### config.mk
export PLATFORM = sky130hd
export DESIGN_NAME = lpdm_bridge
export DESIGN_NICKNAME = d
export VERILOG_FILES = /design/src/hw/lpdm_pkg.sv /design/src/hw/lpdm_autocfg.sv /design/src/hw/lpdm_bridge.sv
export VERILOG_INCLUDE_DIRS = /design/src /design/src/hw
export SDC_FILE = /design/constraint.sdc
export NUM_CORES = 1
export LEC_CHECK = 0
export ABC_CLOCK_PERIOD_IN_PS = 5200
export BUFFER_PORTS_ARGS = -buffer_cell sky130_fd_sc_hd__clkbuf_2
export CAP_MARGIN = 20
export CORE_MARGIN = 2
export CORE_UTILIZATION = 60
export CTS_CLUSTER_DIAMETER = 150
export DETAILED_ROUTE_END_ITERATION = 7
export PLACE_DENSITY = 0.86
export SLEW_MARGIN = 20
export SYNTH_ARGS = -nofsm -noshare
export SYNTH_HDL_FRONTEND = slang
export SYNTH_HIERARCHICAL = 1
export SYNTH_SLANG_ARGS = --single-unit
### constraint.sdc
create_clock -name sys_clk -period 5.2 [get_ports sys_clk]
set_input_delay 1.3 -clock sys_clk [delete_from_list [all_inputs] [get_ports sys_clk]]
set_output_delay 1.3 -clock sys_clk [all_outputs]
set_load 0.05 [all_outputs]
### src/hw/lpdm_defines.svh
// constants for the local-to-pci direct master bridge
`ifndef LPDM_DEFINES_SVH
`define LPDM_DEFINES_SVH

// pci command nibbles
`define LPDM_CMD_INTACK    4'h0
`define LPDM_CMD_SPECIAL   4'h1
`define LPDM_CMD_IO_RD     4'h2
`define LPDM_CMD_IO_WR     4'h3
`define LPDM_CMD_MEM_RD    4'h6
`define LPDM_CMD_MEM_WR    4'h7
`define LPDM_CMD_CFG_RD    4'hA
`define LPDM_CMD_CFG_WR    4'hB

// serial image timing
`define LPDM_CLK_PERIOD_NS 10
`define LPDM_AC_HALF_NS    5000
`define LPDM_AC_HALF_CYC   ((`LPDM_AC_HALF_NS + `LPDM_CLK_PERIOD_NS - 1) / `LPDM_CLK_PERIOD_NS)

// serial image layout, first bit shifted in lands at the top
`define LPDM_IMG_BITS      79
`define LPDM_IMG_MEN_BIT   78
`define LPDM_IMG_VID_HI    77
`define LPDM_IMG_VID_LO    62
`define LPDM_IMG_DID_HI    61
`define LPDM_IMG_DID_LO    46
`define LPDM_IMG_CLS_HI    45
`define LPDM_IMG_CLS_LO    22
`define LPDM_IMG_LBUS_HI   21
`define LPDM_IMG_LBUS_LO   1
`define LPDM_IMG_HOLD_BIT  0

// reset values and refused read data
`define LPDM_RST_MASTER_EN 1'h0
`define LPDM_RST_HOST_RST  1'h1
`define LPDM_RD_REFUSED    32'hFFFFFFFF

`endif

### src/hw/lpdm_pkg.sv
// types for the local-to-pci direct master bridge
`default_nettype none
`include "lpdm_defines.svh"
package lpdm_pkg;
    typedef enum logic [2:0] {CT_CFG, CT_IO, CT_MEM, CT_SPECIAL, CT_INTACK} lpdm_ctype_type;
    typedef enum logic [1:0] {AC_START, AC_RUN, AC_DONE} lpdm_ac_st_type;
    typedef enum logic [0:0] {BR_IDLE, BR_BUSY} lpdm_br_st_type;
endpackage
`default_nettype wire

### src/hw/lpdm_autocfg.sv
// serial nonvolatile image loader run once after reset
`timescale 1ns/100ps
`default_nettype none
`include "lpdm_defines.svh"
module lpdm_autocfg
    import lpdm_pkg::*;
(
    input  wire logic                    sys_clk,
    input  wire logic                    rst_n,
    input  wire logic                    ee_data,
    output logic                         ee_clk,
    output logic                         ee_cs_n,
    output logic                         done,
    output logic [`LPDM_IMG_BITS-1:0]    image
);
    typedef struct packed {
        lpdm_ac_st_type             st;
        logic [9:0]                 div;
        logic [6:0]                 cnt;
        logic [`LPDM_IMG_BITS-1:0]  img;
        logic                       ee_clk;
        logic                       ee_cs_n;
        logic                       done;
        logic                       s1;
        logic                       s2;
        logic                       s3;
        logic                       filt;
    } lpdm_ac_type;

    lpdm_ac_type s_r;
    lpdm_ac_type s_nxt;

    always_comb
    begin
        s_nxt      = s_r;
        s_nxt.s1   = ee_data;
        s_nxt.s2   = s_r.s1;
        s_nxt.s3   = s_r.s2;
        // glitch guard: only a value held by two stages counts
        if (s_r.s2 == s_r.s3)
        begin
            s_nxt.filt = s_r.s3;
        end
        case (s_r.st)
            AC_START:
            begin
                s_nxt.ee_cs_n = 1'b0;
                s_nxt.st      = AC_RUN;
            end
            AC_RUN:
            begin
                s_nxt.div = s_r.div + 10'h001;
                if (s_r.div == 10'(`LPDM_AC_HALF_CYC - 1))
                begin
                    s_nxt.div    = 10'h000;
                    s_nxt.ee_clk = ~s_r.ee_clk;
                    if (!s_r.ee_clk)
                    begin
                        s_nxt.img = {s_r.img[`LPDM_IMG_BITS-2:0], s_r.filt}; // RQ7
                        s_nxt.cnt = s_r.cnt + 7'h01;
                        if (s_r.cnt == 7'(`LPDM_IMG_BITS - 1))
                        begin
                            s_nxt.st      = AC_DONE;
                            s_nxt.ee_cs_n = 1'b1;
                            s_nxt.ee_clk  = 1'b0;
                            s_nxt.done    = 1'b1;
                        end
                    end
                end
            end
            AC_DONE:
            begin
                s_nxt.done = 1'b1;
            end
            default:
            begin
                s_nxt.st = AC_START;
            end
        endcase
    end

    always_ff @(posedge sys_clk or negedge rst_n)
    begin
        if (!rst_n)
        begin
            s_r         <= '0;
            s_r.st      <= AC_START;
            s_r.ee_cs_n <= 1'b1;
        end
        else
        begin
            s_r <= s_nxt;
        end
    end

    assign ee_clk  = s_r.ee_clk;
    assign ee_cs_n = s_r.ee_cs_n;
    assign done    = s_r.done;
    assign image   = s_r.img;
endmodule
`default_nettype wire

### src/hw/lpdm_bridge.sv
// local bus to pci direct master bridge with host bring-up
// Function
// [RQ1] Each cycle type drives its fixed pci command nibble (cfg A/B, io 2/3, mem 6/7, special 1, intack 0).
// [RQ2] The local processor loads base address and command type before using the window.
// [RQ3] The pci address is the window offset added to the programmed base address.
// [RQ4] The command type of every master cycle comes from the programmed command field.
// [RQ5] A window read makes a pci read and a window write makes a pci write.
// [RQ6] No pci cycle is mastered while the mastering permission is clear, which it is after reset.
// [RQ7] After reset the serial image is loaded and sets permission and identity and class fields.
// [RQ8] The image loads the local bus configuration that selects the local protocol.
// [RQ9] The image loads the host reset control, driven out as a true and a complementary pin.
// [RQ10] After loading, host reset is released or held as the image says.
// [RQ11] A held host is released by an external pci master writing the host reset control; the code ignores such writes until the image has loaded.
// [RQ12] With permission clear no configuration cycle reaches any device, so the host must set it first.
// [RQ13] The host configures pci devices through the window, usually this bridge first.
// [RQ14] Software on both buses arbitrates shared memory so one word is never read and written at once.
// [RQ15] The local access waits until the pci cycle completes, then gets read data or an acknowledge.
`timescale 1ns/100ps
`default_nettype none
`include "lpdm_defines.svh"
module lpdm_bridge
    import lpdm_pkg::*;
(
    input  wire logic           sys_clk,
    input  wire logic           rst_n,
    input  wire logic           ctl_wr,
    input  wire logic [31:0]    ctl_base,
    input  wire logic [2:0]     ctl_ctype,
    input  wire logic           lb_req,
    input  wire logic           lb_wr,
    input  wire logic [15:0]    lb_offset,
    input  wire logic [31:0]    lb_wdata,
    output logic                lb_ack,
    output logic                lb_refused,
    output logic [31:0]         lb_rdata,
    output logic                pci_req,
    output logic [3:0]          pci_cmd,
    output logic [31:0]         pci_addr,
    output logic [31:0]         pci_wdata,
    input  wire logic           pci_done,
    input  wire logic [31:0]    pci_rdata,
    input  wire logic           ext_cfg_wr,
    input  wire logic           ext_master_en,
    input  wire logic           ext_host_hold,
    input  wire logic           ee_data,
    output logic                ee_clk,
    output logic                ee_cs_n,
    output logic                cfg_loaded,
    output logic                master_en,
    output logic [15:0]         vendor_id,
    output logic [15:0]         device_id,
    output logic [23:0]         class_code,
    output logic [20:0]         lbus_cfg,
    output logic                host_reset_out,
    output logic                host_reset_out_n
);
    // ------------------------------------------------------------
    // command encoding
    // ------------------------------------------------------------
    function automatic logic [3:0] cmd_code(input lpdm_ctype_type t, input logic wr);
        logic [3:0] c;
        c = `LPDM_CMD_MEM_RD;
        case (t)
            CT_CFG:     c = wr ? `LPDM_CMD_CFG_WR : `LPDM_CMD_CFG_RD;
            CT_IO:      c = wr ? `LPDM_CMD_IO_WR : `LPDM_CMD_IO_RD;
            CT_MEM:     c = wr ? `LPDM_CMD_MEM_WR : `LPDM_CMD_MEM_RD;
            CT_SPECIAL: c = `LPDM_CMD_SPECIAL;
            CT_INTACK:  c = `LPDM_CMD_INTACK;
            default:    c = wr ? `LPDM_CMD_MEM_WR : `LPDM_CMD_MEM_RD;
        endcase
        return c;
    endfunction

    typedef struct packed {
        lpdm_br_st_type   st;
        logic [31:0]      base;
        lpdm_ctype_type   ctype;
        logic             is_wr;
        logic             lb_ack;
        logic             lb_refused;
        logic [31:0]      lb_rdata;
        logic             pci_req;
        logic [3:0]       pci_cmd;
        logic [31:0]      pci_addr;
        logic [31:0]      pci_wdata;
        logic             loaded;
        logic             master_en;
        logic [15:0]      vid;
        logic [15:0]      did;
        logic [23:0]      cls;
        logic [20:0]      lbus;
        logic             hrst;
        logic             hrst_n;
    } lpdm_br_type;

    lpdm_br_type                 s_r;
    lpdm_br_type                 s_nxt;
    logic                        ac_done;
    logic [`LPDM_IMG_BITS-1:0]   ac_image;

    lpdm_autocfg u_autocfg (
        .sys_clk (sys_clk),
        .rst_n   (rst_n),
        .ee_data (ee_data),
        .ee_clk  (ee_clk),
        .ee_cs_n (ee_cs_n),
        .done    (ac_done),
        .image   (ac_image)
    );

    always_comb
    begin
        s_nxt            = s_r;
        s_nxt.lb_ack     = 1'b0;
        s_nxt.lb_refused = 1'b0;
        // ------------------------------------------------------------
        // bring-up from the serial image
        // ------------------------------------------------------------
        if (ac_done && !s_r.loaded)
        begin
            s_nxt.loaded    = 1'b1;
            s_nxt.master_en = ac_image[`LPDM_IMG_MEN_BIT]; // RQ7
            s_nxt.vid       = ac_image[`LPDM_IMG_VID_HI:`LPDM_IMG_VID_LO];
            s_nxt.did       = ac_image[`LPDM_IMG_DID_HI:`LPDM_IMG_DID_LO];
            s_nxt.cls       = ac_image[`LPDM_IMG_CLS_HI:`LPDM_IMG_CLS_LO];
            s_nxt.lbus      = ac_image[`LPDM_IMG_LBUS_HI:`LPDM_IMG_LBUS_LO]; // RQ8
            s_nxt.hrst      = ac_image[`LPDM_IMG_HOLD_BIT]; // RQ10
        end
        else if (ext_cfg_wr && s_r.loaded)
        begin
            // external master may hand over permission and free the host
            s_nxt.master_en = ext_master_en;
            s_nxt.hrst      = ext_host_hold; // RQ11
        end
        s_nxt.hrst_n = ~s_nxt.hrst; // RQ9
        // ------------------------------------------------------------
        // window control register
        // ------------------------------------------------------------
        if (ctl_wr)
        begin
            s_nxt.base  = ctl_base;
            s_nxt.ctype = lpdm_ctype_type'(ctl_ctype); // RQ4
        end
        // ------------------------------------------------------------
        // pass-through cycle
        // ------------------------------------------------------------
        case (s_r.st)
            BR_IDLE:
            begin
                if (lb_req)
                begin
                    if (s_r.master_en && s_r.loaded) // RQ6
                    begin
                        s_nxt.is_wr     = lb_wr; // RQ5
                        s_nxt.pci_cmd   = cmd_code(s_r.ctype, lb_wr); // RQ1
                        s_nxt.pci_addr  = s_r.base + {16'h0000, lb_offset}; // RQ3
                        s_nxt.pci_wdata = lb_wdata;
                        s_nxt.pci_req   = 1'b1;
                        s_nxt.st        = BR_BUSY;
                    end
                    else
                    begin
                        // answered at once so a missing permission never hangs the cpu
                        s_nxt.lb_ack     = 1'b1; // RQ12
                        s_nxt.lb_refused = 1'b1;
                        s_nxt.lb_rdata   = `LPDM_RD_REFUSED;
                    end
                end
            end
            BR_BUSY:
            begin
                if (pci_done)
                begin
                    s_nxt.pci_req  = 1'b0;
                    s_nxt.lb_ack   = 1'b1; // RQ15
                    s_nxt.lb_rdata = s_r.is_wr ? 32'h00000000 : pci_rdata;
                    s_nxt.st       = BR_IDLE;
                end
            end
            default:
            begin
                s_nxt.st      = BR_IDLE;
                s_nxt.pci_req = 1'b0;
            end
        endcase
    end

    always_ff @(posedge sys_clk or negedge rst_n)
    begin
        if (!rst_n)
        begin
            s_r           <= '0;
            s_r.st        <= BR_IDLE;
            s_r.ctype     <= CT_MEM;
            s_r.master_en <= `LPDM_RST_MASTER_EN; // RQ6
            s_r.hrst      <= `LPDM_RST_HOST_RST;
            s_r.hrst_n    <= ~`LPDM_RST_HOST_RST;
        end
        else
        begin
            s_r <= s_nxt;
        end
    end

    assign lb_ack           = s_r.lb_ack;
    assign lb_refused       = s_r.lb_refused;
    assign lb_rdata         = s_r.lb_rdata;
    assign pci_req          = s_r.pci_req;
    assign pci_cmd          = s_r.pci_cmd;
    assign pci_addr         = s_r.pci_addr;
    assign pci_wdata        = s_r.pci_wdata;
    assign cfg_loaded       = s_r.loaded;
    assign master_en        = s_r.master_en;
    assign vendor_id        = s_r.vid;
    assign device_id        = s_r.did;
    assign class_code       = s_r.cls;
    assign lbus_cfg         = s_r.lbus;
    assign host_reset_out   = s_r.hrst;
    assign host_reset_out_n = s_r.hrst_n;
endmodule
`default_nettype wire

==> results of run 1 <==
==> power breakdown <==
part           leakage [uW]  internal (uW)  total, uW  switching (uW)
logic               0.00397            145        336             190
clock network      0.000578           1530       2510             978
registers           0.00426           2570       2600            29.9
total               0.00881           4250       5440            1200
==> cells by family after synthesis <==
logic type	count (synthesis)	synth area share (%)
AO/OA/AOI/OAI	137	5.95
XOR/XNOR	35	1.97
adder cells (fa/ha/maj)	21	1.72
buffers and inverters	354	14.9
flip-flops	326	52.6
multiplexers	197	14.2
AND/OR/NAND/NOR	298	8.62
==> state kept, by name, summed over array words and instances (netlist names), 2 cells and up <==
register	flops
u_autocfg/s_nxt	2
u_autocfg/s_r	21
lb_rdata	32
lbus_cfg	21
pci_wdata	32
s_r	37
device_id	16
pci_addr	32
vendor_id	16
class_code	24
pci_cmd	4
u_autocfg/image	79
==> metrics by stage <==
| step | util [%] | power [uW] | hold WS [ns] | instance area (sq um) |
|---|---|---|---|---|
| final | 65.6 | 5440 | 0.354 | 16600 |
| after global placement | 61.0 | 2970 | 0.337 | 15400 |
| after global routing | 65.6 | 5660 | 0.367 | 16600 |
| after detailed placement | 61.0 | 2980 | 0.346 | 15400 |
| after floorplan | - | 2830 | 0.331 | 15500 |
| after CTS | 65.6 | 5510 | 0.359 | 16600 |
==> worst min-delay path by stage <==
stage                                      start                           end  cells after the start
floorplan           u_autocfg/s_nxt[2]$_DFF_PN0_  u_autocfg/s_nxt[1]$_DFF_PN0_                      0
global placement    u_autocfg/s_nxt[2]$_DFF_PN0_  u_autocfg/s_nxt[1]$_DFF_PN0_                      0
detailed placement  u_autocfg/s_nxt[2]$_DFF_PN0_  u_autocfg/s_nxt[1]$_DFF_PN0_                      0
CTS                 u_autocfg/s_nxt[2]$_DFF_PN0_  u_autocfg/s_nxt[1]$_DFF_PN0_                      0
global route        u_autocfg/s_nxt[2]$_DFF_PN0_  u_autocfg/s_nxt[1]$_DFF_PN0_                      0
finish              u_autocfg/s_nxt[2]$_DFF_PN0_  u_autocfg/s_nxt[1]$_DFF_PN0_                      0
==> layer usage <==
layer / GRT usage, % / vias up / routed length [um]
met5: 0 / - / 0
met4: 6.92 / 0 / 724
met3: 7.76 / 57 / 2880
met2: 38.5 / 351 / 14800
met1: 26.1 / 4702 / 11900
li1: - / 4431 / -
==> synth_stat cells, types with 4 or more instances <==
cell | number | area, sq um
inv_1 | 41 | 154
a211oi_1 | 4 | 30.0
ha_1 | 19 | 238
xnor2_1 | 21 | 184
buf_2 | 12 | 60.1
o21ai_0 | 39 | 195
clkbuf_1 | 35 | 131
buf_4 | 257 | 1930
buf_1 | 8 | 30.0
dfrtp_1 | 323 | 8080
a21oi_1 | 26 | 130
and3_1 | 4 | 25.0
o21a_1 | 4 | 30.0
mux2i_1 | 5 | 50.1
or3_1 | 5 | 31.3
nor3_1 | 9 | 45.0
nand2_1 | 206 | 773
nor2_1 | 22 | 82.6
nand4_1 | 12 | 75.1
o31ai_1 | 5 | 37.5
xor2_1 | 14 | 123
o311ai_0 | 32 | 280
mux2_2 | 190 | 2140
a21o_1 | 7 | 52.6
nor2b_1 | 7 | 43.8
nand3_1 | 14 | 70.1
==> cell usage in the layout (no fill, tap or decap), types with 3 or more instances in the layout <==
| cell | instances |
|---|---|
| nand2b_1 | 3 |
| nand4_1 | 12 |
| clkbuf_16 | 36 |
| or3_1 | 5 |
| nand3_1 | 13 |
| nand2_1 | 205 |
| o31ai_1 | 5 |
| xor2_1 | 14 |
| ha_1 | 19 |
| nor3_1 | 9 |
| mux2_2 | 190 |
| nor2b_1 | 6 |
| clkbuf_1 | 10 |
| bufinv_16 | 3 |
| dfstp_2 | 3 |
| a21o_1 | 7 |
| nor2_1 | 22 |
| dfrtp_1 | 323 |
| a21oi_1 | 26 |
| o21a_1 | 4 |
| clkbuf_8 | 7 |
| clkbuf_2 | 309 |
| a211oi_1 | 4 |
| inv_1 | 41 |
| o21ai_1 | 3 |
| o311ai_0 | 32 |
| mux2i_1 | 5 |
| buf_4 | 5 |
| xnor2_1 | 21 |
| and3_1 | 4 |
| o21ai_0 | 39 |
==> critical path, stage by stage <==
cell      delay (ns)
clkbuf_2        0.08
ha_1            0.25
fa_1            0.46
a211o_1         0.35
o211ai_1        0.18
a211oi_2        0.16
o31ai_4         0.36
nand2b_1        0.18
xor2_1          0.14
o21ai_0         0.09
==> final cells by class <==
type	count	area, sq um
clock buffers	53	1030
clock inverters	9	145
fillers	1819	8710
inverters	41	154
multi-input cells	688	5070
flip-flops and latches	326	8160
well taps	330	413
repair buffers	317	1640
==> out/summary.log, run 1 <==
[detailed_routing] post-detailed-route via-to-cell ratio 5.41
[placement] placed cell count 1702
[layout] final net count 1554
[critical_path] required time worst endpoint 5.57 ns
[clock_tree] clock-pin slew on the worst setup and hold paths 0.06 ns
[yosys] share of synthesized area occupied by flip-flops and latches 52.6%
[global_route] total congestion overflow after global routing 0
[sta] max-slew violation count 0
[yosys] number of synthesized register bits 326
[placement] GP Congestion 0.897
[critical_path] kind of critical path input port to flop
[sta] post-route worst setup slack 2.00 ns
[power_and_ir_drop] Leak 0.00881 uW
[clock_tree] H-Tree Depth 2
[layout] share of final-layout standard cells stronger than drive strength 1 40.2%
[sta] post-route fraction of the period consumed by the critical path 61.6%
[die] site row count 58
[die] Placeable Area 25300 sq um
[clock_tree] count of instances resized after the clock tree is built 0
[clock_tree] hold_buf cts 0
[critical_path] largest fanout on the critical path 7
[detailed_routing] # DRC 0
[sta] Least-Margin Pin Slew 0.999 ns
[clock_tree] maximum buffer depth of the clock tree 3
[placement] Post-DP HPWL 21500 um
[layout] non-filler cells, final 1764
[clock_tree] clock insertion delay at the later pin of the skew report 0.51 ns
[critical_path] Worst R2R End u_autocfg/image[43]$_DFFE_PN0P_
[critical_path] worst setup path startpoint lb_offset[0]
[global_route] first-pass GRT wire length 48000 um
[layout] Antenna Cells 0
[global_route] number of global-route vias before repair 9574
[layout] layout overhead on the synthesized area 7.04%
[outcome] result of the run complete, no violations
[sta] highest clock frequency the design can meet 312 MHz
[critical_path] reg-to-reg setup timing slack 2.47 ns
[placement] quantity of I/O buffers inserted on ports 310
[yosys] FFs w/ async S/R, synth 100%
[yosys] netlist area before placement 15500 sq um
[sta] sum of negative setup slack 0 ns
[yosys] Post-Synthesis Cells 1368
[sta] setup repair after global routing missed its margin false
[yosys] Post-Synthesis Mean Instance Area 11.3 sq um
[clock_tree] sink count of the clock tree 326
[critical_path] FF-to-FF path depth 5
[detailed_routing] wirelength, routed 30300 um
[detailed_routing] DRC violation total after the first TritonRoute iteration 480
[sta] final setup skew 0.0130 ns
[yosys] EDFF count, synth 0
[yosys] Distinct cells, synth 59
[sta] worst slew slack as a fraction of its limit 33.2%
[sta] Final min period 3.20 ns
[clock_tree] number of clock buffers inserted by TritonCTS 35
[sta] final count of hold timing violations 0
[critical_path] element type at the critical path start input port
[yosys] Yosys warning count 6
[sta] number of endpoints failing setup at the final stage 0
[critical_path] type of element capturing the critical path flop
[yosys] most common flop cell mapped by yosys dfrtp_1
[job] max-cap check violation count 0
[placement] Setup Slack @ Placement 1.53 ns
[clock_tree] post-CTS setup buffer count 0
[global_route] maximum number of pins on one net before global-route repair 127
[die] I/O pin count 311
[die] full die area 27200 sq um
[die] height of the die 165 um
[detailed_routing] number of routed nets with antenna violations 0
[critical_path] start of the worst register-to-register path u_autocfg/s_r[93]$_DFFE_PN0P_
[global_route] total global-route track usage 22.2%
[die] width of the die 165 um
[detailed_routing] total iterations of the first detailed-routing run 4
[global_route] antenna violations before repair 0
[yosys] Post-Syn Nets 1513
[power_and_ir_drop] Max rail drop VDD 0.239 mV
[detailed_routing] drt wl/cell 17.2 um
[detailed_routing] total number of vias 9541
[clock_tree] root cell of the clock tree clkbuf_16
[die] starting density of the core 61.3%
[critical_path] destination of the critical timing path pci_addr[22]$_DFFE_PN0P_
[power_and_ir_drop] pwr dens 328 nW/um^2
[hold_path] Hold Path Class flop to flop
[critical_path] CP arrival 3.57 ns
[clock_tree] clock tree from TritonCTS yes
Power figures use the tool's default switching activity.
==> inputs of run 2 (changes only) <==
ABC_CLOCK_PERIOD_IN_PS = 2700   (was 5200)
CORE_UTILIZATION = 50   (was 60)
PLACE_DENSITY = 0.76   (was 0.86)
clock period = 2.7 ns   (was 5.2 ns; I/O delays follow)
==> out/summary.log, run 2 (synthesis gave the netlist of run 1 again) <==
[critical_path] start of the worst register-to-register path s_r[188]$_DFFE_PN0P_
[detailed_routing] total number of vias 9462
[critical_path] FF-to-FF path depth 8
[outcome] result of the run complete, no violations
[detailed_routing] wirelength, routed 30500 um
[sta] Final min period 2.47 ns
[critical_path] largest fanout on the critical path 3
[global_route] total global-route track usage 18.8%
[critical_path] type of element capturing the critical path flop
[layout] non-filler cells, final 1866
[sta] Least-Margin Pin Slew 1.06 ns
[layout] leading cell type in the layout, fill and taps excluded dfrtp_1
[placement] placed cell count 1798
[detailed_routing] DRC violation total after the first TritonRoute iteration 513
[critical_path] kind of critical path flop to flop
[clock_tree] post-CTS setup buffer count 0
[clock_tree] hold_buf cts 0
[layout] share of final-layout standard cells stronger than drive strength 1 41.8%
[sta] worst slew slack as a fraction of its limit 29.6%
[sta] post-route fraction of the period consumed by the critical path 91.3%
[clock_tree] clock tree from TritonCTS yes
[die] width of the die 180 um
[critical_path] CP arrival 2.88 ns
[placement] Post-DP HPWL 21500 um
[layout] fill cell count 2558
[critical_path] element type at the critical path start flop
[critical_path] Worst R2R End pci_addr[18]$_DFFE_PN0P_
[clock_tree] count of instances resized after the clock tree is built 0
[detailed_routing] drt wl/cell 16.4 um
[power_and_ir_drop] Max rail drop VDD 0.531 mV
[global_route] antenna violations before repair 0
[clock_tree] sink count of the clock tree 326
[sta] setup repair after global routing missed its margin false
[clock_tree] number of clock buffers inserted by TritonCTS 37
[die] full die area 32500 sq um
[power_and_ir_drop] pwr dens 636 nW/um^2
[die] height of the die 180 um
[layout] Antenna Cells 0
[sta] sum of negative setup slack 0 ns
[power_and_ir_drop] Leak 0.00901 uW
[die] site row count 64
[placement] quantity of I/O buffers inserted on ports 310
[sta] number of endpoints failing setup at the final stage 0
[global_route] maximum number of pins on one net before global-route repair 78
[layout] final net count 1586
[job] max-cap check violation count 0
[detailed_routing] # DRC 0
[global_route] first-pass GRT wire length 50200 um
[hold_path] Hold Path Class input port to asynchronous set/reset pin
[global_route] total congestion overflow after global routing 0
[clock_tree] maximum buffer depth of the clock tree 3
[sta] highest clock frequency the design can meet 406 MHz
[critical_path] reg-to-reg setup timing slack 0.23 ns
[clock_tree] clock insertion delay at the later pin of the skew report 0.53 ns
[die] I/O pin count 311
[sta] final count of hold timing violations 0
[layout] commonest cells after routing, fill and taps aside dfrtp_1 (323), clkbuf_2 (309), nand2_1 (205)
[layout] final design area excluding fillers 17100 sq um
[critical_path] required time worst endpoint 3.11 ns
[detailed_routing] total iterations of the first detailed-routing run 4
[sta] final setup skew 0.0212 ns
[clock_tree] root cell of the clock tree clkbuf_16
[power_and_ir_drop] Tot Pwr 10900 uW
[critical_path] worst setup path startpoint s_r[188]$_DFFE_PN0P_
[critical_path] destination of the critical timing path pci_addr[18]$_DFFE_PN0P_
[clock_tree] clock-pin slew on the worst setup and hold paths 0.06 ns
[detailed_routing] number of routed nets with antenna violations 0
[layout] layout overhead on the synthesized area 9.92%
[die] starting density of the core 50.8%
[global_route] number of global-route vias before repair 9841
[sta] max-slew violation count 0
[layout] max FFs per register 79
[placement] GP Congestion 0.883
[die] Placeable Area 30600 sq um
[clock_tree] H-Tree Depth 2
[detailed_routing] post-detailed-route via-to-cell ratio 5.07
[placement] standard cell area after detailed placement 15800 sq um
==> run 2: cell count changes in the layout (fill, tap and decap cells not counted) <==
cell / previous run / this run
buf_12: 2 / 5
buf_4: 5 / 32
clkbuf_8: 7 / 9
clkbuf_1: 10 / 9
clkinv_2: 2 / 4
inv_16: 0 / 1
inv_6: 1 / 0
clkinv_4: 1 / 2
inv_8: 1 / 0
clkbuf_16: 36 / 38
fa_2: 0 / 1
clkinvlp_4: 0 / 1
fa_1: 1 / 0
==> run 2: per-stage QoR <==
step | hold WS (ns) | utilization [%] | worst slack [ns]
floorplan | 0.331 | - | 0.0376
global placement | 0.335 | 51.6 | -0.244
detailed placement | 0.345 | 51.6 | -0.273
CTS | 0.0499 | 55.8 | 0.161
global route | 0.0643 | 55.8 | 0.0338
finish | 0.0477 | 55.8 | 0.235
==> run 2: layout make-up <==
class	instances	area [sq um]	area share, %
clock inverter	12	171	1.00
timing repair buffer	347	1900	11.1
multi-input combinational	688	5070	29.7
sequential	326	8160	47.8
inverter	41	154	0.902
tap	396	495	2.90
clock buffer	56	1110	6.50
==> run 2: worst min-delay path by stage <==
stage | start | depth (start not counted) | to | slack, ns
3_5_place_dp | u_autocfg/s_nxt[2]$_DFF_PN0_ | 0 | u_autocfg/s_nxt[1]$_DFF_PN0_ | 0.34
4_1_cts | rst_n | 1 | lb_rdata[10]$_DFFE_PN0P_ | 0.05
3_3_place_gp | u_autocfg/s_nxt[2]$_DFF_PN0_ | 0 | u_autocfg/s_nxt[1]$_DFF_PN0_ | 0.34
6_report | rst_n | 1 | lb_rdata[10]$_DFFE_PN0P_ | 0.05
2_1_floorplan | u_autocfg/s_nxt[2]$_DFF_PN0_ | 0 | u_autocfg/s_nxt[1]$_DFF_PN0_ | 0.33
5_1_grt | rst_n | 1 | lb_rdata[10]$_DFFE_PN0P_ | 0.06
==> run 2: power by group <==
part | total [uW] | internal, uW | switching, uW
combinational | 706 | 329 | 377
clock | 5150 | 3150 | 2000
sequential | 5000 | 4950 | 58.0
total | 10900 | 8430 | 2430
==> run 2: routing by layer <==
metal	GRT usage (%)	wire, um	vias up
met5	0	0	-
met4	5.39	590	0
met3	5.78	2540	49
met2	31.5	14500	322
met1	23.5	12800	4580
li1	-	-	4511
==> run 2: worst max-delay path, stage by stage, from the launching register on <==
cell and delay [ns]:
dfrtp_1 0.38, ha_1 0.21, fa_2 0.38, a211o_1 0.32, o211ai_1 0.17, a211oi_2 0.16
or4_1 0.41, and3_1 0.19, a21o_1 0.14
